### src/design/arpwm_pkg.sv
// constants shared by the auto-reload pwm timer register block
package arpwm_pkg;

   // ----------------------------------------------------------------
   // register byte offsets on the avalon-mm slave
   // ----------------------------------------------------------------
   localparam logic [5:0] OFF_TIMER_CTRL = 6'h00;
   localparam logic [5:0] OFF_COUNT_HI = 6'h04;
   localparam logic [5:0] OFF_COUNT_LO = 6'h08;
   localparam logic [5:0] OFF_RELOAD_HI = 6'h0C;
   localparam logic [5:0] OFF_RELOAD_LO = 6'h10;
   localparam logic [5:0] OFF_PWM_OUT_CTRL = 6'h14;
   localparam logic [5:0] OFF_CHAN_BASE = 6'h18;
   localparam logic [5:0] OFF_CHAN_STRIDE = 6'h04;
   localparam logic [5:0] OFF_BREAK_CTRL = 6'h28;
   localparam logic [5:0] OFF_CAPTURE_HI = 6'h2C;
   localparam logic [5:0] OFF_CAPTURE_LO = 6'h30;

   // ----------------------------------------------------------------
   // field positions
   // ----------------------------------------------------------------
   localparam int TC_CAPTURE_FLAG = 6;
   localparam int TC_CAPTURE_IE = 5;
   localparam int TC_SOURCE_HI = 4;
   localparam int TC_SOURCE_LO = 3;
   localparam int TC_OVERFLOW_FLAG = 2;
   localparam int TC_OVERFLOW_IE = 1;
   localparam int TC_COMPARE_IE = 0;
   localparam int CH_ONE_PULSE_EN = 3;
   localparam int CH_ONE_PULSE_EDGE = 2;
   localparam int CH_INVERT = 1;
   localparam int CH_COMPARE_FLAG = 0;
   localparam int BK_SOURCE_SEL = 7;
   localparam int BK_LEVEL_SEL = 6;
   localparam int BK_ACTIVE = 5;
   localparam int BK_PIN_ENABLE = 4;

   // ----------------------------------------------------------------
   // counter source encodings, limits and reset values
   // ----------------------------------------------------------------
   localparam logic [1:0] SRC_OFF = 2'h0;
   localparam logic [1:0] SRC_LITE = 2'h1;
   localparam logic [1:0] SRC_CPU = 2'h2;
   localparam logic [11:0] COUNT_TOP = 12'hFFF;
   localparam logic [11:0] COUNT_RESET = 12'h000;
   localparam logic [7:0] REG_RESET = 8'h00;

endpackage : arpwm_pkg

### src/design/arpwm_sync.sv
// three-stage input synchroniser with agreement filter
`timescale 1ns/1ps
`default_nettype none
module arpwm_sync #(
   parameter int WIDTH = 4
) (
   // clock and reset
   input wire logic i_core_clk,
   input wire logic i_rst,
   // asynchronous in, filtered level out
   input wire logic [WIDTH-1:0] i_async,
   output logic [WIDTH-1:0] o_level
);

   logic [WIDTH-1:0] stage1_q;
   logic [WIDTH-1:0] stage2_q;
   logic [WIDTH-1:0] stage3_q;
   logic [WIDTH-1:0] level_q;
   logic [WIDTH-1:0] agree;

   // only stage2 and stage3 are compared; stage1 may be metastable
   assign agree = ~(stage2_q ^ stage3_q);

   // shift chain
   always_ff @(posedge i_core_clk or posedge i_rst)
   begin
      if (i_rst)
      begin
         stage1_q <= '0;
         stage2_q <= '0;
         stage3_q <= '0;
      end
      else
      begin
         stage1_q <= i_async;
         stage2_q <= stage1_q;
         stage3_q <= stage2_q;
      end
   end

   // a change counts once the last two stages agree
   always_ff @(posedge i_core_clk or posedge i_rst)
   begin
      if (i_rst)
         level_q <= '0;
      else
         level_q <= (agree & stage3_q) | (~agree & level_q);
   end

   assign o_level = level_q;

endmodule : arpwm_sync
`default_nettype wire

### src/design/arpwm_timer.sv
// auto-reload 12-bit pwm timer with avalon-mm register access
//
// What this block does
// - capture sets flag; capture-value read clears it
// - capture enable gates capture interrupt request
// - source field: off, lite tick, cpu clock
// - overflow sets flag; control register read clears
// - overflow enable bit gates overflow interrupt
// - compare enable masks any-channel compare interrupt
// - twelve-bit up-counter, read as two bytes
// - overflow restarts counter from reload value
// - writable reload register loaded at overflow
// - one output enable per channel, even bits
// - channel three bit 3 enables one-pulse
// - channel three bit 2 picks trigger edge
// - per-channel invert bit flips the pwm output
// - compare flag on match; channel read clears
// - break active set by pin at level
// - break pattern forces enabled outputs
//
// The placing of the registers and the Avalon-MM interface to the registers were chosen for this implementation.
`timescale 1ns/1ps
`default_nettype none
module arpwm_timer (
   // clock and reset
   input wire logic i_core_clk,
   input wire logic i_rst,
   // avalon-mm slave
   input wire logic [5:0] i_avs_address,
   input wire logic i_avs_read,
   input wire logic i_avs_write,
   input wire logic [31:0] i_avs_writedata,
   input wire logic [3:0] i_avs_byteenable,
   output logic [31:0] o_avs_readdata,
   output logic o_avs_waitrequest,
   // time base and active duty values from neighbouring logic
   input wire logic i_lite_tick,
   input wire logic [11:0] i_duty_value0,
   input wire logic [11:0] i_duty_value1,
   input wire logic [11:0] i_duty_value2,
   input wire logic [11:0] i_duty_value3,
   // pins
   input wire logic i_capture_pin,
   input wire logic i_lite_capture_pin,
   input wire logic i_break_pin,
   input wire logic i_comparator,
   // pwm outputs and interrupt requests
   output logic [3:0] o_pwm,
   output logic [3:0] o_pwm_enable,
   output logic o_capture_irq,
   output logic o_overflow_irq,
   output logic o_compare_irq
);

   // ----------------------------------------------------------------
   // decode helper
   // ----------------------------------------------------------------
   function automatic logic is_chan(input logic [5:0] addr, input int idx);
      logic [5:0] off;
      off = arpwm_pkg::OFF_CHAN_BASE + 6'(idx) * arpwm_pkg::OFF_CHAN_STRIDE;
      return addr == off;
   endfunction : is_chan

   // ----------------------------------------------------------------
   // state
   // ----------------------------------------------------------------
   logic wait_q;
   logic [31:0] readdata_q;
   logic [11:0] counter_q;
   logic [11:0] counter_d;
   logic [11:0] reload_q;
   logic [11:0] capture_q;
   logic capture_flag_q;
   logic capture_irq_enable_q;
   logic [1:0] counter_source_sel_q;
   logic overflow_flag_one_q;
   logic overflow_irq_enable_one_q;
   logic compare_irq_enable_q;
   logic [3:0] output_enable_q;
   logic [3:0] channel_invert_q;
   logic [3:0] compare_flag_q;
   logic [3:0] level_q;
   logic one_pulse_enable_q;
   logic one_pulse_trigger_edge_q;
   logic break1_source_sel_q;
   logic break1_level_sel_q;
   logic break1_active_q;
   logic break1_pin_enable_q;
   logic [3:0] break_pattern_q;
   logic cap_prev_q;
   logic lcap_prev_q;
   logic [3:0] pwm_q;
   logic [3:0] pwm_enable_q;
   logic capture_irq_q;
   logic overflow_irq_q;
   logic compare_irq_q;

   // ----------------------------------------------------------------
   // pin synchronisers
   // ----------------------------------------------------------------
   logic [3:0] pins_s;

   arpwm_sync #(
      .WIDTH(4)
   ) u_sync (
      .i_core_clk(i_core_clk),
      .i_rst(i_rst),
      .i_async({i_comparator, i_break_pin, i_lite_capture_pin, i_capture_pin}),
      .o_level(pins_s)
   );

   // ----------------------------------------------------------------
   // avalon-mm handshake: one wait state on every access
   // ----------------------------------------------------------------
   wire req = i_avs_read | i_avs_write;
   wire rd_take = i_avs_read & wait_q;  // read data and read side effects
   wire wr_take = i_avs_write & ~wait_q & i_avs_byteenable[0];
   wire [7:0] wd = i_avs_writedata[7:0];
   wire [5:0] adr = i_avs_address;

   // waitrequest drops for exactly one cycle per request
   always_ff @(posedge i_core_clk or posedge i_rst)
   begin
      if (i_rst)
         wait_q <= 1'b1;
      else
         wait_q <= ~(req & wait_q);
   end

   // ----------------------------------------------------------------
   // counter
   // ----------------------------------------------------------------
   wire source_on = counter_source_sel_q != arpwm_pkg::SRC_OFF;
   // forbidden encoding 11 gives no count ticks, but unlike off it still lets a one-pulse trigger restart the counter
   wire count_tick = (counter_source_sel_q == arpwm_pkg::SRC_CPU) |
                     ((counter_source_sel_q == arpwm_pkg::SRC_LITE) & i_lite_tick);
   wire at_top = counter_q == arpwm_pkg::COUNT_TOP;
   wire overflow_evt = count_tick & at_top;
   wire cap_edge = pins_s[0] ^ cap_prev_q;
   wire lcap_edge = pins_s[1] ^ lcap_prev_q;
   // trigger edge polarity only matters while one-pulse is on
   wire op_trigger = source_on & one_pulse_enable_q & lcap_edge &
                     (pins_s[1] == one_pulse_trigger_edge_q);
   // capture only while flag is clear, so the held value is not overwritten
   wire capture_evt = cap_edge & ~capture_flag_q;

   // restart from reload, never from zero; a one-pulse trigger restarts at zero
   assign counter_d = op_trigger ? arpwm_pkg::COUNT_RESET :
                      overflow_evt ? reload_q :
                      count_tick ? 12'(counter_q + 12'h001) :
                      counter_q;

   always_ff @(posedge i_core_clk or posedge i_rst)
   begin
      if (i_rst)
      begin
         counter_q <= arpwm_pkg::COUNT_RESET;
         cap_prev_q <= 1'b0;
         lcap_prev_q <= 1'b0;
      end
      else
      begin
         counter_q <= counter_d;
         cap_prev_q <= pins_s[0];
         lcap_prev_q <= pins_s[1];
      end
   end

   // ----------------------------------------------------------------
   // timer control, reload and capture registers
   // ----------------------------------------------------------------
   wire rd_ctrl = rd_take & (adr == arpwm_pkg::OFF_TIMER_CTRL);
   wire rd_cap = rd_take & ((adr == arpwm_pkg::OFF_CAPTURE_HI) |
                            (adr == arpwm_pkg::OFF_CAPTURE_LO));

   // flags: hardware set wins over a clearing read in the same cycle
   always_ff @(posedge i_core_clk or posedge i_rst)
   begin
      if (i_rst)
      begin
         capture_flag_q <= 1'b0;
         overflow_flag_one_q <= 1'b0;
         capture_q <= arpwm_pkg::COUNT_RESET;
      end
      else
      begin
         capture_flag_q <= capture_evt | (capture_flag_q & ~rd_cap);
         overflow_flag_one_q <= overflow_evt | (overflow_flag_one_q & ~rd_ctrl);
         if (capture_evt)
            capture_q <= counter_q;
      end
   end

   // software fields; writes to the flag bits are ignored
   always_ff @(posedge i_core_clk or posedge i_rst)
   begin
      if (i_rst)
      begin
         capture_irq_enable_q <= 1'b0;
         counter_source_sel_q <= arpwm_pkg::SRC_OFF;
         overflow_irq_enable_one_q <= 1'b0;
         compare_irq_enable_q <= 1'b0;
         reload_q <= arpwm_pkg::COUNT_RESET;
         output_enable_q <= 4'h0;
      end
      else if (wr_take)
      begin
         if (adr == arpwm_pkg::OFF_TIMER_CTRL)
         begin
            capture_irq_enable_q <= wd[arpwm_pkg::TC_CAPTURE_IE];
            counter_source_sel_q <= wd[arpwm_pkg::TC_SOURCE_HI:arpwm_pkg::TC_SOURCE_LO];
            overflow_irq_enable_one_q <= wd[arpwm_pkg::TC_OVERFLOW_IE];
            compare_irq_enable_q <= wd[arpwm_pkg::TC_COMPARE_IE];
         end
         else if (adr == arpwm_pkg::OFF_RELOAD_HI)
            reload_q[11:8] <= wd[3:0];
         else if (adr == arpwm_pkg::OFF_RELOAD_LO)
            reload_q[7:0] <= wd;
         else if (adr == arpwm_pkg::OFF_PWM_OUT_CTRL)
            output_enable_q <= {wd[6], wd[4], wd[2], wd[0]};
      end
   end

   // ----------------------------------------------------------------
   // channels: compare flag, pwm level and invert
   // ----------------------------------------------------------------
   wire [11:0] duty [4];
   wire [3:0] cmp_hit;
   wire [3:0] pwm_raw;
   // restart of the period, by overflow or by one-pulse trigger
   wire period_start = overflow_evt | op_trigger;

   assign duty[0] = i_duty_value0;
   assign duty[1] = i_duty_value1;
   assign duty[2] = i_duty_value2;
   assign duty[3] = i_duty_value3;

   generate
      for (genvar g = 0; g < 4; g++)
      begin : g_chan
         wire rd_chan = rd_take & is_chan(adr, g);
         wire wr_chan = wr_take & is_chan(adr, g);
         // no compare events while the counter is stopped
         assign cmp_hit[g] = count_tick & (counter_q == duty[g]);
         assign pwm_raw[g] = level_q[g] ^ channel_invert_q[g];

         always_ff @(posedge i_core_clk or posedge i_rst)
         begin
            if (i_rst)
            begin
               compare_flag_q[g] <= 1'b0;
               channel_invert_q[g] <= 1'b0;
               level_q[g] <= 1'b0;
            end
            else
            begin
               compare_flag_q[g] <= cmp_hit[g] | (compare_flag_q[g] & ~rd_chan);
               if (wr_chan)
                  channel_invert_q[g] <= wd[arpwm_pkg::CH_INVERT];
               // period start beats a coincident match
               if (period_start)
                  level_q[g] <= 1'b1;
               else if (cmp_hit[g])
                  level_q[g] <= 1'b0;
            end
         end
      end
   endgenerate

   // one-pulse bits live only in channel three's register
   always_ff @(posedge i_core_clk or posedge i_rst)
   begin
      if (i_rst)
      begin
         one_pulse_enable_q <= 1'b0;
         one_pulse_trigger_edge_q <= 1'b0;
      end
      else if (wr_take & is_chan(adr, 3))
      begin
         one_pulse_enable_q <= wd[arpwm_pkg::CH_ONE_PULSE_EN];
         one_pulse_trigger_edge_q <= wd[arpwm_pkg::CH_ONE_PULSE_EDGE];
      end
   end

   // ----------------------------------------------------------------
   // break control
   // ----------------------------------------------------------------
   wire break_input = break1_source_sel_q ? pins_s[3] : pins_s[2];
   wire break_hit = break1_pin_enable_q & (break_input == break1_level_sel_q);
   wire wr_break = wr_take & (adr == arpwm_pkg::OFF_BREAK_CTRL);

   // the pin sets active; software may set or clear it, but the pin wins
   always_ff @(posedge i_core_clk or posedge i_rst)
   begin
      if (i_rst)
      begin
         break1_source_sel_q <= 1'b0;
         break1_level_sel_q <= 1'b0;
         break1_active_q <= 1'b0;
         break1_pin_enable_q <= 1'b0;
         break_pattern_q <= 4'h0;
      end
      else
      begin
         if (wr_break)
         begin
            break1_source_sel_q <= wd[arpwm_pkg::BK_SOURCE_SEL];
            break1_level_sel_q <= wd[arpwm_pkg::BK_LEVEL_SEL];
            break1_pin_enable_q <= wd[arpwm_pkg::BK_PIN_ENABLE];
            break_pattern_q <= wd[3:0];
         end
         if (break_hit)
            break1_active_q <= 1'b1;
         else if (wr_break)
            break1_active_q <= wd[arpwm_pkg::BK_ACTIVE];
      end
   end

   // ----------------------------------------------------------------
   // read mux
   // ----------------------------------------------------------------
   wire [7:0] ctrl_rd = {1'b0, capture_flag_q, capture_irq_enable_q, counter_source_sel_q,
                         overflow_flag_one_q, overflow_irq_enable_one_q, compare_irq_enable_q};
   wire [7:0] oe_rd = {1'b0, output_enable_q[3], 1'b0, output_enable_q[2],
                       1'b0, output_enable_q[1], 1'b0, output_enable_q[0]};
   wire [7:0] brk_rd = {break1_source_sel_q, break1_level_sel_q, break1_active_q,
                        break1_pin_enable_q, break_pattern_q};
   wire [3:0] op_rd = {one_pulse_enable_q, one_pulse_trigger_edge_q, 2'h0};
   wire [7:0] rd_mux;

   // unmapped offsets read as zero; reserved bits read as zero
   assign rd_mux = (adr == arpwm_pkg::OFF_TIMER_CTRL) ? ctrl_rd :
                   (adr == arpwm_pkg::OFF_COUNT_HI) ? {4'h0, counter_q[11:8]} :
                   (adr == arpwm_pkg::OFF_COUNT_LO) ? counter_q[7:0] :
                   (adr == arpwm_pkg::OFF_RELOAD_HI) ? {4'h0, reload_q[11:8]} :
                   (adr == arpwm_pkg::OFF_RELOAD_LO) ? reload_q[7:0] :
                   (adr == arpwm_pkg::OFF_PWM_OUT_CTRL) ? oe_rd :
                   is_chan(adr, 0) ? {6'h00, channel_invert_q[0], compare_flag_q[0]} :
                   is_chan(adr, 1) ? {6'h00, channel_invert_q[1], compare_flag_q[1]} :
                   is_chan(adr, 2) ? {6'h00, channel_invert_q[2], compare_flag_q[2]} :
                   is_chan(adr, 3) ? {4'h0, op_rd | {2'h0, channel_invert_q[3],
                                     compare_flag_q[3]}} :
                   (adr == arpwm_pkg::OFF_BREAK_CTRL) ? brk_rd :
                   (adr == arpwm_pkg::OFF_CAPTURE_HI) ? {4'h0, capture_q[11:8]} :
                   (adr == arpwm_pkg::OFF_CAPTURE_LO) ? capture_q[7:0] :
                   arpwm_pkg::REG_RESET;

   // read data captured on the first edge, together with read side effects
   always_ff @(posedge i_core_clk or posedge i_rst)
   begin
      if (i_rst)
         readdata_q <= 32'h00000000;
      else if (rd_take)
         readdata_q <= {24'h000000, rd_mux};
   end

   // ----------------------------------------------------------------
   // registered outputs: pwm pins and interrupt requests
   // ----------------------------------------------------------------
   wire [3:0] pwm_d = output_enable_q & (break1_active_q ? break_pattern_q : pwm_raw);

   always_ff @(posedge i_core_clk or posedge i_rst)
   begin
      if (i_rst)
      begin
         pwm_q <= 4'h0;
         pwm_enable_q <= 4'h0;
         capture_irq_q <= 1'b0;
         overflow_irq_q <= 1'b0;
         compare_irq_q <= 1'b0;
      end
      else
      begin
         pwm_q <= pwm_d;
         pwm_enable_q <= output_enable_q;
         capture_irq_q <= capture_flag_q & capture_irq_enable_q;
         overflow_irq_q <= overflow_flag_one_q & overflow_irq_enable_one_q;
         compare_irq_q <= (|compare_flag_q) & compare_irq_enable_q;
      end
   end

   assign o_avs_readdata = readdata_q;
   assign o_avs_waitrequest = wait_q;
   assign o_pwm = pwm_q;
   assign o_pwm_enable = pwm_enable_q;
   assign o_capture_irq = capture_irq_q;
   assign o_overflow_irq = overflow_irq_q;
   assign o_compare_irq = compare_irq_q;

   // ----------------------------------------------------------------
   // assertions
   // ----------------------------------------------------------------
   property p_ovf_set;
      @(posedge i_core_clk) disable iff (i_rst) overflow_evt |=> overflow_flag_one_q;
   endproperty
   a_ovf_set: assert property (p_ovf_set) else $error("overflow flag not set");

   property p_reload;
      @(posedge i_core_clk) disable iff (i_rst)
         overflow_evt && !op_trigger |=> counter_q == $past(reload_q);
   endproperty
   a_reload: assert property (p_reload) else $error("counter did not reload");

   property p_count_inc;
      @(posedge i_core_clk) disable iff (i_rst)
         count_tick && !at_top && !op_trigger |=> counter_q == 12'($past(counter_q) + 12'h001);
   endproperty
   a_count_inc: assert property (p_count_inc) else $error("counter did not step");

   property p_hold_off;
      @(posedge i_core_clk) disable iff (i_rst)
         !source_on |=> $stable(counter_q) && !($rose(overflow_flag_one_q));
   endproperty
   a_hold_off: assert property (p_hold_off) else $error("stopped counter moved");

   property p_cap_clear;
      @(posedge i_core_clk) disable iff (i_rst) rd_cap && !capture_evt |=> !capture_flag_q;
   endproperty
   a_cap_clear: assert property (p_cap_clear) else $error("capture flag not cleared");

   property p_cap_irq;
      @(posedge i_core_clk) disable iff (i_rst)
         capture_flag_q && capture_irq_enable_q ##1 capture_flag_q |-> o_capture_irq;
   endproperty
   a_cap_irq: assert property (p_cap_irq) else $error("capture irq missing");

   property p_cmp_flag;
      @(posedge i_core_clk) disable iff (i_rst) cmp_hit[0] |=> compare_flag_q[0] [*1];
   endproperty
   a_cmp_flag: assert property (p_cmp_flag) else $error("compare flag not set");

   property p_break_set;
      @(posedge i_core_clk) disable iff (i_rst) break_hit |=> break1_active_q;
   endproperty
   a_break_set: assert property (p_break_set) else $error("break not activated");

   property p_break_out;
      @(posedge i_core_clk) disable iff (i_rst)
         break1_active_q && output_enable_q[0] |=> o_pwm[0] == $past(break_pattern_q[0]);
   endproperty
   a_break_out: assert property (p_break_out) else $error("break pattern not driven");

endmodule : arpwm_timer
`default_nettype wire

### config.mk
export PLATFORM = sky130hd
export DESIGN_NAME = arpwm_timer
export DESIGN_NICKNAME = d
export VERILOG_FILES = /design/src/design/arpwm_pkg.sv /design/src/design/arpwm_sync.sv /design/src/design/arpwm_timer.sv
export SDC_FILE = /design/constraint.sdc
export NUM_CORES = 1
export LEC_CHECK = 0
export ABC_AREA = 1
export BUFFER_PORTS_ARGS = -buffer_cell sky130_fd_sc_hd__buf_4
export CAP_MARGIN = 5
export CELL_PAD_IN_SITES_DETAIL_PLACEMENT = 0
export CELL_PAD_IN_SITES_GLOBAL_PLACEMENT = 2
export CORE_ASPECT_RATIO = 1.75
export CORE_UTILIZATION = 28
export CTS_CLUSTER_SIZE = 8
export DETAILED_ROUTE_END_ITERATION = 8
export PLACE_DENSITY_LB_ADDON = 0.1
export SYNTH_ARGS = -nofsm -noshare
export SYNTH_HDL_FRONTEND = slang
export SYNTH_SLANG_ARGS = --single-unit
export TNS_END_PERCENT = 5
### constraint.sdc
create_clock -name i_core_clk -period 3.8 [get_ports i_core_clk]
set_clock_uncertainty 0.1 [all_clocks]
set_input_delay 0.76 -clock i_core_clk [delete_from_list [all_inputs] [get_ports i_core_clk]]
set_output_delay 0.76 -clock i_core_clk [all_outputs]
set_load 0.02 [all_outputs]
Word-level counts from Yosys, hierarchy flattened. Index checks and enable logic that the tools add are counted.

$add $sub $neg: 1. Equal/unequal tests: 21. $lt $le $gt $ge: 0. Multiply operators: 0. Divide/modulo/power cells: 0. Multiplexer cells: 28. Shift-type cells: 0. Reduce and logical (&&, ||, !) cells: 13. Bitwise operators: 71.

Operator list (count): 2-to-1 mux 8 bit (13); == test 12 bit (4); 2-to-1 mux 12 bit (3); AND 1 bit (35); == test 6 bit (second input constant) (5); == test 6 x 5 -> 1 bit (second input constant) (4); adder 12 x 1 -> 12 bit (second input constant) (1); AND 4 bit (3); == test 12 bit (second input constant) (1); == test 6 x 4 -> 1 bit (second input constant) (2); NOT 1 bit (12); nonzero test 2 bit (6); 2-to-1 mux 1 bit (11); OR 1 bit (10); NOT 4 bit (2); == test 6 x 3 -> 1 bit (second input constant) (1); zero test 6 bit (1); XOR 1 bit (6); AND reduction 5 bit (1); 2-to-1 mux 4 bit (1); OR 4 x 2 -> 4 bit (1); OR 4 bit (1); AND reduction 4 bit (1); OR reduction 4 bit (1); other kinds (7) (8).

Latch bits: 0. Memories kept: 0. Bits in registers: 107. Logic and storage cells: 177. RAM bits: 0. Memory bits (read-only): 0.

Depth between registers and ports, before layout. Gate-level depths: netlist of run 1.

Depth in word-level cells: 14. Depth in mapped cells: 13. Depth with buffers taken out: 13.

Modules after synthesis. A second synthesis of run 1 with hierarchy kept.

Cell total of the unflattened synthesis: 658. Area total of the unflattened synthesis: 5627.9 um2.

By module, submodules not included: arpwm_timer (area an instance 5158.7 um2, instances 1, cells each 625); arpwm_sync (area an instance 469.2 um2, instances 1, cells each 33).

Least setup slack after synthesis of run 1. No wires, ideal clock.

Path type: input port to flip-flop. Start: input port i_avs_address[1]. End: register readdata_q[2] (netlist: o_avs_readdata[2]). Library setup time: 65 ps. Arrival time: 1848 ps. Required time: 3635 ps. Slack: 1786 ps. Stages on the path: 11. Cells stage by stage: nor2_1 -> nand2_1 -> nor2_1 -> nand2_1 -> nand2_1 -> o221ai_1 -> nand4_1 -> nand2_1 -> nand2_1 -> nand2_1 -> nand2_1.

Word-level cells in the longest chain between the ends: 14. Elaborated cells on any way between the ends: 26.

RTL lines: from (decl) (RTL line arpwm_timer.sv:29) `input wire logic [5:0] i_avs_address,`; == test 6 bit (RTL line arpwm_timer.sv:345) `(adr == arpwm_pkg::OFF_CAPTURE_LO) ? capture_q[7:0] :`; 2-to-1 mux 8 bit (RTL line arpwm_timer.sv:345); 2-to-1 mux 8 bit (RTL line arpwm_timer.sv:344) `(adr == arpwm_pkg::OFF_CAPTURE_HI) ? {4'h0, capture_q[11:8]} :`; 2-to-1 mux 8 bit (RTL line arpwm_timer.sv:343) `(adr == arpwm_pkg::OFF_BREAK_CTRL) ? brk_rd :`; 2-to-1 mux 8 bit (RTL line arpwm_timer.sv:341) `is_chan(adr, 3) ? {4'h0, op_rd | {2'h0, channel_invert_q[3],`; 2-to-1 mux 8 bit (RTL line arpwm_timer.sv:340) `is_chan(adr, 2) ? {6'h00, channel_invert_q[2], compare_flag_q[2]} :`; 2-to-1 mux 8 bit (RTL line arpwm_timer.sv:339) `is_chan(adr, 1) ? {6'h00, channel_invert_q[1], compare_flag_q[1]} :`; 2-to-1 mux 8 bit (RTL line arpwm_timer.sv:338) `is_chan(adr, 0) ? {6'h00, channel_invert_q[0], compare_flag_q[0]} :`; 2-to-1 mux 8 bit (RTL line arpwm_timer.sv:337) `(adr == arpwm_pkg::OFF_PWM_OUT_CTRL) ? oe_rd :`; 2-to-1 mux 8 bit (RTL line arpwm_timer.sv:336) `(adr == arpwm_pkg::OFF_RELOAD_LO) ? reload_q[7:0] :`; 2-to-1 mux 8 bit (RTL line arpwm_timer.sv:335) `(adr == arpwm_pkg::OFF_RELOAD_HI) ? {4'h0, reload_q[11:8]} :`; 2-to-1 mux 8 bit (RTL line arpwm_timer.sv:334) `(adr == arpwm_pkg::OFF_COUNT_LO) ? counter_q[7:0] :`; 2-to-1 mux 8 bit (RTL line arpwm_timer.sv:333) `(adr == arpwm_pkg::OFF_COUNT_HI) ? {4'h0, counter_q[11:8]} :`; 2-to-1 mux 8 bit (*) (RTL line arpwm_timer.sv:332) `assign rd_mux = (adr == arpwm_pkg::OFF_TIMER_CTRL) ? ctrl_rd :`; to (signal assigned) (RTL line arpwm_timer.sv:354) `readdata_q <= {24'h000000, rd_mux};`; to (decl) (RTL line arpwm_timer.sv:68) `logic [31:0] readdata_q;`.

Every way passes the cells marked *; elsewhere a longest branch is shown, timed or not. A chain may end at the register's enable or synchronous reset.

Final worst setup path of run 1.
Start: register counter_q[0]. End: register counter_q[1].

Word-level cells in the longest chain between the ends: 4. Elaborated cells on any way between the ends: 7.

RTL lines: from (decl) (RTL line arpwm_timer.sv:69) `logic [11:0] counter_q;`; from (signal assigned) (RTL line arpwm_timer.sv:157) `counter_q <= arpwm_pkg::COUNT_RESET;`; from (signal assigned) (RTL line arpwm_timer.sv:163) `counter_q <= counter_d;`; adder 12 x 1 -> 12 bit or == test 12 bit (tied branches) (RTL line arpwm_timer.sv:150, arpwm_timer.sv:137); 2-to-1 mux 12 bit or AND 1 bit (tied branches) (RTL line arpwm_timer.sv:150, arpwm_timer.sv:138); 2-to-1 mux 12 bit (RTL line arpwm_timer.sv:149) `overflow_evt ? reload_q :`; 2-to-1 mux 12 bit (RTL line arpwm_timer.sv:148) `assign counter_d = op_trigger ? arpwm_pkg::COUNT_RESET :`.

Several ways; a longest one is shown, not always the timed one. The select of a mux whose other input is x is not followed.

==> metrics.txt, run 1 <==
initial antenna violation count=0; cts hold-fix bufs=0; CP cell instances=ha_1 -> nand2_2 -> nor3_4 -> nand3_2 -> nor3_4 -> nand2_2 -> inv_1 -> o21ai_0 -> o22ai_1; initial core utilization=28.7%; Rel. slew slack=51.9%; hold path start=u_sync.stage1_q[1]$_DFF_PP0_; RSZ-0062 raised after global routing=false; Hold Path End=u_sync.stage2_q[1]$_DFF_PP0_; GRT Util Overall=18.2%; CTS clk-pin slew, worst paths=80 ps; Top delay family on crit path=simple AND/OR/NAND/NOR gates; wire per inst=18.0 um; post-route ant nets=0; total grt overflow=0; status=complete, no violations; CTS tree=done; die height=190 um; ys async rst share=100%; number of global-route vias before repair=4709; DR iter-0 viols=300; DR vias=4546; detailed-route DRC error count=0; die area=20800 um2; peak supply drop=0.000184 V; crit end category=register; worst path arrival time=2640 ps; Synth Instances=652; top cell type's share of synthesized area=46.9%; vias per cell=4.60; PwrDens=393 nW/um2; Place WS=1020 ps; Setup CP Type=register to register; Worst EP required=3970 ps; setup slack, reg-to-reg=1330 ps; most instantiated cells after synthesis=nand2_1 (152), dfrtp_1 (106), o21ai_0 (67), inv_1 (56), nor2_1 (33); Yosys top cell by area=dfrtp_1; nets=839; final setup vio count=0; Num CTS Buffers=9; Distinct cells, synth=47; Hold Crit Depth=0; post-CTS resize count=0; most numerous cell in the Yosys netlist=nand2_1; area of the mapped netlist=5660 um2; worst hold slack=255 ps; root buf cell=clkbuf_16; Syn-to-layout area delta=19.3%; share of cells above drive strength 1=19.5%; endpoints failing hold=0; clk sinks=107; setup ws final=1330 ps; total number of yosys warnings=0; Die X=109 um; Post-synth EDFFs=0; Routed WL=17800 um; hold crit path type=register to register; Routability Congestion=0.826; post-route minimum period=2470 ps; #FFs+latches synth=107; pin count of the biggest net entering global routing=42; largest cells by area after synthesis=dfrtp_1 (47%), nand2_1 (10%), o21ai_0 (5.9%), xor2_1 (4.5%), xnor2_1 (3.9%); crit start category=register; mean area per synthesized cell=8.68 um2; Static Leak=3.30 nW; Post-CTS Setup Bufs=0; slowest stage delay, CP=610 ps; Worst-Skew Late Latency=360 ps; io pins=143; Core Rows=68; ANT cells=0; register area share after synthesis=47.3%; first-pass GRT wire length=27300 um; Crit-path slowest cell=dfrtp_1; setup TNS=0 ps; CORE AREA=19700 um2; Fmax=0.404 GHz; Slew Viols, Final=0; H-tree depth=3; Worst Max-Slew Pin Slew=719 ps; port bufs=91; Total Power=2.65 mW; Buf+Inv Stages, Crit Path=1; Tcrit/Tclk final=65.1%; worst-case clock buffer depth=2; reg-to-reg critical path endpoint=counter_q[1]$_DFFE_PP0P_; TritonRoute pass-1 iters=4; ys flop type=dfrtp_1; reg2reg start=counter_q[0]$_DFFE_PP0P_; HPWL after detailed placement=14100 um; max cap viols=0; worst reg-to-reg path cell count=9; crit path max fanout=16
==> flip-flops by register name (all words and copies together) (netlist names), 2 cells and up, named ones only <==
name,cells
u_sync.stage1_q,4
compare_flag_q,4
o_pwm_enable,4
capture_q,12
break_pattern_q,4
counter_source_sel_q,2
level_q,4
u_sync.stage2_q,4
u_sync.stage3_q,4
output_enable_q,4
o_pwm,4
reload_q,12
channel_invert_q,4
o_avs_readdata,8
counter_q,12
==> power by group <==
group	leakage, nW	switching [mW]	internal, mW
Combinational	1.73	0.223	0.158
Sequential	1.42	0.0958	1.21
Clock	0.148	0.480	0.486
Total	3.30	0.799	1.85
==> cell families (layout without fill, tap and decap cells) <==
| kind of cell | Yosys count | after routing | synth area share, % |
|---|---|---|---|
| compound gates | 129 | 129 | 13.3 |
| xor+xnor | 54 | 54 | 8.36 |
| fa+ha+maj | 5 | 5 | 0.929 |
| buf+inv | 108 | 177 | 10.4 |
| flops | 107 | 107 | 47.3 |
| mux | 1 | 1 | 0.177 |
| other cells | 1 | 24 | 0.0663 |
| simple gates | 247 | 247 | 19.5 |
==> per-layer routing <==
layer  vias to the layer above  share of wire (%)  GRT usage (%)
met5                         -                  0              0
met4                         0                1.4           5.59
met3                        15                3.3           2.09
met2                       107                 55           34.5
met1                      2154                 40           20.5
li1                       2270                  -              -
==> cell usage in the layout (no fill, tap or decap), types with 4 or more instances in the layout <==
master | netlist | layout
nor4_1 | 8 | 8
maj3_1 | 4 | 4
o21ai_0 | 67 | 67
a21oi_1 | 23 | 23
nor3_1 | 6 | 6
nand2_1 | 152 | 152
clkbuf_16 | 0 | 9
o22ai_1 | 5 | 5
xnor2_1 | 25 | 25
xor2_1 | 29 | 29
nand4_1 | 14 | 14
dfrtp_1 | 106 | 106
nor2_1 | 33 | 33
buf_4 | 27 | 99
o21ai_1 | 8 | 8
inv_2 | 5 | 5
a31oi_1 | 4 | 4
inv_1 | 56 | 55
a22oi_1 | 4 | 4
o211ai_2 | 6 | 6
conb_1 | 1 | 24
nand3_1 | 18 | 18
==> cell type report <==
class,count,area (um2)
fillers,2097,13000
flip-flops and latches,107,2680
multi-input cells,460,2480
repair buffers,99,743
well taps,245,307
clock buffers,10,239
inverters,62,238
clock inverters,6,66.3
==> through the flow <==
stage	area [um2]	cells	utilization, %
finish	6750	989	34.2
global route	6750	989	34.2
CTS	6750	989	34.2
detailed placement	6440	973	32.7
global placement	6440	973	32.7
floorplan	5740	675	-
==> worst max path at each step <==
stage	startpoint	endpoint	slack [ps]	depth (start not counted)
after detailed placement	i_avs_address[1]	o_avs_readdata[2]$_DFFE_PP0P_	1020	12
after global placement	i_avs_address[1]	o_avs_readdata[2]$_DFFE_PP0P_	1040	12
after CTS	counter_q[0]$_DFFE_PP0P_	counter_q[1]$_DFFE_PP0P_	1280	9
after global routing	counter_q[0]$_DFFE_PP0P_	counter_q[1]$_DFFE_PP0P_	1170	9
after floorplan	i_rst	asynchronous set/reset pin	120	1
final	counter_q[0]$_DFFE_PP0P_	counter_q[1]$_DFFE_PP0P_	1330	9
Note: power is estimated with default switching activity, not from simulation.
==> inputs of run 2 (changes only) <==
Settings changed: CORE_UTILIZATION 28 to 30.
Clock period 3.8 ns to 2.6 ns, I/O delays scaled along.
==> run 2 against run 1 <==
Critical path depth is 1 lower. Total power is 46% higher. Die area is 6.6% lower. Routed wire length is 3.3% lower. Core utilization is 2.9 points higher. First-iteration DRC count is 25% lower. Global-route usage is 0.25 points higher. Combinational power is 64% higher. Count of clock-buffer cells in the layout is 1 lower. Register-to-register slack worse by 910 ps. Sequential share of layout area is 0.67 points lower. Largest cell class unchanged.
==> metrics.txt, run 2 (synthesized netlist as in run 1, its figures left out) <==
TritonRoute pass-1 iters=4 (unchanged); max cap viols=0 (unchanged); HPWL after detailed placement=13800 um (-2.1%); total grt overflow=0 (unchanged); Fmax=0.459 GHz (+13%); Routability Congestion=0.834 (+0.98%); die area=19400 um2 (-6.6%); Place WS=301 ps (-722 ps); nets=852 (+1.5%); wire per inst=17.3 um (-3.9%); setup ws final=420 ps (-907 ps); vias per cell=4.62 (+0.53%); peak supply drop=0.000300 V (+63%); root buf cell=clkbuf_16; io pins=143 (unchanged); crit path max fanout=16 (unchanged); Static Leak=3.37 nW (+2.2%); FF+latch area=2680 um2 (unchanged); Tcrit/Tclk final=83.8% (+19 points); die height=184 um (-3.4%); Num CTS Buffers=9 (unchanged); detailed-route DRC error count=0 (unchanged); post-route minimum period=2180 ps (-293 ps); worst-case clock buffer depth=2 (unchanged); pin count of the biggest net entering global routing=45 (+7.1%); DR iter-0 viols=226 (-25%); final setup vio count=0 (unchanged); DR vias=4598 (+1.1%); ANT cells=0 (unchanged); Routed WL=17200 um (-3.3%); most frequent cells in the layout=nand2_1 (152), buf_4 (110), dfrtp_1 (106); share of cells above drive strength 1=20.9% (+1.4 points); H-tree depth=3 (unchanged); worst hold slack=32.2 ps (-223 ps); CTS tree=done; fillers=1962 (-6.4%); most common cell after layout, fill and taps aside=nand2_1; Setup CP Type=register to register; initial antenna violation count=0 (unchanged); Worst-Skew Late Latency=360 ps (about the same); hold crit path type=input port to asynchronous set/reset pin; Worst Max-Slew Pin Slew=581 ps (-138 ps); crit start category=register; top flop regs=capture_q x12, counter_q x12, reload_q x12; cts hold-fix bufs=0 (unchanged); Rel. slew slack=61.0% (+9.1 points); setup TNS=0 ps (unchanged); CORE AREA=18500 um2 (-6.3%); Slew Viols, Final=0 (unchanged); GRT Util Overall=18.4% (+0.25 points); port bufs=91 (unchanged); multi-input logic area=2480 um2 (unchanged); Total Power=3.88 mW (+46%); number of global-route vias before repair=4747 (+0.81%); Syn-to-layout area delta=21.3%; Core Rows=66 (-2.9%); first-pass GRT wire length=26500 um (-3.1%); worst path arrival time=2350 ps (-290 ps); Post-CTS Setup Bufs=0 (unchanged); clk sinks=107 (unchanged); CTS clk-pin slew, worst paths=80 ps (about the same); initial core utilization=30.6% (+1.9 points); status=complete, no violations; crit end category=register; RSZ-0062 raised after global routing=false; endpoints failing hold=0 (unchanged); Die X=106 um (-3.3%); Worst EP required=2770 ps (-1200 ps); PwrDens=565 nW/um2 (+44%); post-route ant nets=0 (unchanged); post-CTS resize count=0 (unchanged)
-- run 2: cell count changes in the layout (fill, tap and decap cells not counted), sizes merged --
cell	delta
inv	-2
clkbuf	-1
buf	+13
clkinv	+2
clkinvlp	+1
-- run 2: layout make-up --
cell class / instances / area share [%]
clock buffers: 9 / 3.28
repair buffers: 112 / 12.6
clock inverters: 7 / 1.17
multi-input cells: 460 / 36.1
well taps: 238 / 4.34
inverters: 62 / 3.48
flip-flops and latches: 107 / 39.0
-- run 2: worst paths after layout --
kind | start | to | slack (ps) | cells past startpoint
min in group i_core_clk | i_lite_capture_pin | u_sync.stage1_q[1]$_DFF_PP0_ | 160 | 1
max in group asynchronous | i_rst | overflow_irq_enable_one_q$_DFFE_PP0P_ | 1770 | 3
worst min register to register | u_sync.stage1_q[3]$_DFF_PP0_ | u_sync.stage2_q[3]$_DFF_PP0_ | 260 | 0
worst max register to register | counter_q[4]$_DFFE_PP0P_ | counter_q[1]$_DFFE_PP0P_ | 420 | 8
worst min-delay path | i_rst | o_avs_readdata[3]$_DFFE_PP0P_ | 30 | 2
worst max-delay path | counter_q[4]$_DFFE_PP0P_ | counter_q[1]$_DFFE_PP0P_ | 420 | 8
-- run 2: report_power, final --
group / internal (mW) / leakage, nW / switching (mW)
logic: 0.255 / 1.80 / 0.368
registers: 1.77 / 1.42 / 0.0925
clock network: 0.686 / 0.146 / 0.710
total: 2.71 / 3.37 / 1.17
-- run 2: critical path, cell delays in order, from the launching register on --
cell and delay [ps]:
dfrtp_1 590, nand2_4 110, nor3_4 210, nand3_2 150
nor3_4 200, nand2_2 280, inv_1 220, o21ai_0 100
o22ai_1 140
-- run 2: stage by stage --
stage | area (um2) | utilization [%] | instances
after global routing | 6870 | 37.1 | 995
after CTS | 6870 | 37.1 | 995
after floorplan | 5750 | - | 675
after detailed placement | 6560 | 35.5 | 979
final | 6870 | 37.1 | 995
after global placement | 6560 | 35.5 | 979
-- run 2: routing by layer --
layer  global-route usage [%]  wire (um)  vias up
li1                         -          -     2286
met1                     20.4       6830     2169
met2                     34.3       9160      117
met3                     2.62        607       26
met4                     8.39        567        0
met5                        0          0        -
==> inputs of run 3 (changes only) <==
Clock period 2.6 ns to 2.2 ns, I/O delays scaled along.
==> run 3 against run 2 <==
Maximum frequency rose by 8.0%. Clock power increased by 17%. Sequential share of layout area is 1.2 points lower.
==> metrics.txt, run 3 (synthesized netlist as in run 1, its figures left out) <==
status=complete, no violations; fillers=1967 (+0.25%); share of cells above drive strength 1=23.3% (+2.4 points); post-route ant nets=0 (unchanged); Rel. slew slack=61.9% (+0.92 points); Crit-path slowest cell=dfrtp_1; worst reg-to-reg path cell count=7 (-1); WP depth=7 (-1); io pins=143 (unchanged); Syn-to-layout area delta=25.2%; setup TNS=0 ps (unchanged); cts hold-fix bufs=0 (unchanged); final setup vio count=0 (unchanged); Worst Max-Slew Pin Slew=570 ps (-10.5 ps); post-route minimum period=2020 ps (-161 ps); Cell Area, Placed=6780 um2 (+3.3%); DR iter-0 viols=259 (+15%); Static Leak=3.50 nW (+3.7%); RSZ-0062 raised after global routing=false; CORE AREA=18500 um2 (unchanged); Routed WL=17400 um (+1.4%); Buf+Inv Stages, Crit Path=2 (+1); max cap viols=0 (unchanged); DR WL met3=595 um (-2.0%); reg-to-reg critical path endpoint=counter_q[10]$_DFFE_PP0P_; worst-case clock buffer depth=2 (unchanged); Fmax=0.495 GHz (+8.0%); vias per cell=4.59 (-0.68%); wire per inst=17.1 um (-0.96%); first-pass GRT wire length=26900 um (+1.8%); multi-input logic area=2480 um2 (unchanged); DR vias=4677 (+1.7%); die height=184 um (unchanged); H-tree depth=3 (unchanged); hold crit path type=input port to asynchronous set/reset pin; uppermost routed layer=met4; die area=19400 um2 (unchanged); Routability Congestion=0.847 (+1.6%); Worst-Skew Late Latency=360 ps (about the same); Tcrit/Tclk final=91.8% (+7.9 points); detailed-route DRC error count=0 (unchanged); Setup CP Type=register to register; Setup crit end=counter_q[10]$_DFFE_PP0P_; post-route design area=7080 um2 (+3.2%); Worst EP required=2340 ps (-430 ps); Core Rows=66 (unchanged); Num CTS Buffers=9 (unchanged); top flop regs=capture_q x12, counter_q x12, reload_q x12; TritonRoute pass-1 iters=4 (unchanged); Die X=106 um (unchanged); setup slack, reg-to-reg=180 ps (-240 ps); initial core utilization=30.6% (unchanged); crit end category=register; total grt overflow=0 (unchanged); initial antenna violation count=0 (unchanged); ANT cells=0 (unchanged); crit path max fanout=11 (-5); Total Power=4.61 mW (+19%); CTS tree=done; CP Launch Point=counter_source_sel_q[0]$_DFFE_PP0P_; PwrDens=650 nW/um2 (+15%); reg2reg start=counter_source_sel_q[0]$_DFFE_PP0P_; Top delay family on crit path=simple AND/OR/NAND/NOR gates; endpoints failing hold=0 (unchanged); nets=876 (+2.8%); HPWL after detailed placement=14000 um (+1.6%); GRT Util Overall=18.8% (+0.39 points); port bufs=91 (unchanged); pin count of the biggest net entering global routing=40 (-11%); Slew Viols, Final=0 (unchanged); wire length on met1=6930 um (+1.5%); clk sinks=107 (unchanged); CTS clk-pin slew, worst paths=90 ps (about the same); CP cell instances=o21ai_0 -> nor3_1 -> inv_1 -> nand2_1 -> inv_1 -> o21ai_0 -> o22ai_1; Post-CTS Setup Bufs=0 (unchanged); slowest stage delay, CP=470 ps (-120 ps); crit start category=register; most frequent cells in the layout=nand2_1 (152), buf_4 (131), dfrtp_1 (106); worst path arrival time=2150 ps (-200 ps); most common cell after layout, fill and taps aside=nand2_1; FF+latch area=2680 um2 (unchanged); Met2 Routed Length=9410 um (+2.7%); worst hold slack=39.0 ps (+6.85 ps); peak supply drop=0.000420 V (+40%); root buf cell=clkbuf_16; post-CTS resize count=0 (unchanged); number of global-route vias before repair=4801 (+1.1%)
-- run 3: layout make-up --
class,count,area share [%]
clock buffer,9,3.18
clock inverter,7,1.13
inverter,62,3.37
multi-input combinational,460,35.0
sequential,107,37.8
tap,238,4.20
timing repair buffer,136,15.3
-- run 3: power by group --
group	switching, mW	internal (mW)
combinational	0.458	0.321
clock	0.833	0.809
sequential	0.0972	2.09
total	1.39	3.22
-- run 3: per-stage QoR --
step,worst slack (ps),std cells,utilization (%)
after floorplan,373,675,-
after global placement,82.3,1003,36.6
after detailed placement,56.5,1003,36.6
after CTS,168,1019,38.3
after global routing,23.5,1019,38.3
final,181,1019,38.3
-- run 3: worst min-delay path by stage --
stage	slack, ps	to	cells past startpoint
4_1_cts	40	capture_q[5]$_DFFE_PP0P_	2
6_report	40	capture_q[6]$_DFFE_PP0P_	2
5_1_grt	60	u_sync.stage1_q[2]$_DFF_PP0_	1
3_3_place_gp	230	u_sync.stage2_q[0]$_DFF_PP0_	0
2_1_floorplan	230	u_sync.stage2_q[0]$_DFF_PP0_	0
3_5_place_dp	240	u_sync.stage2_q[2]$_DFF_PP0_	0
-- run 3: per-layer routing --
metal	up-vias	GRT usage (%)
li1	2336	-
met1	2199	20.9
met2	116	35.7
met3	26	2.27
met4	0	7.61
met5	-	0
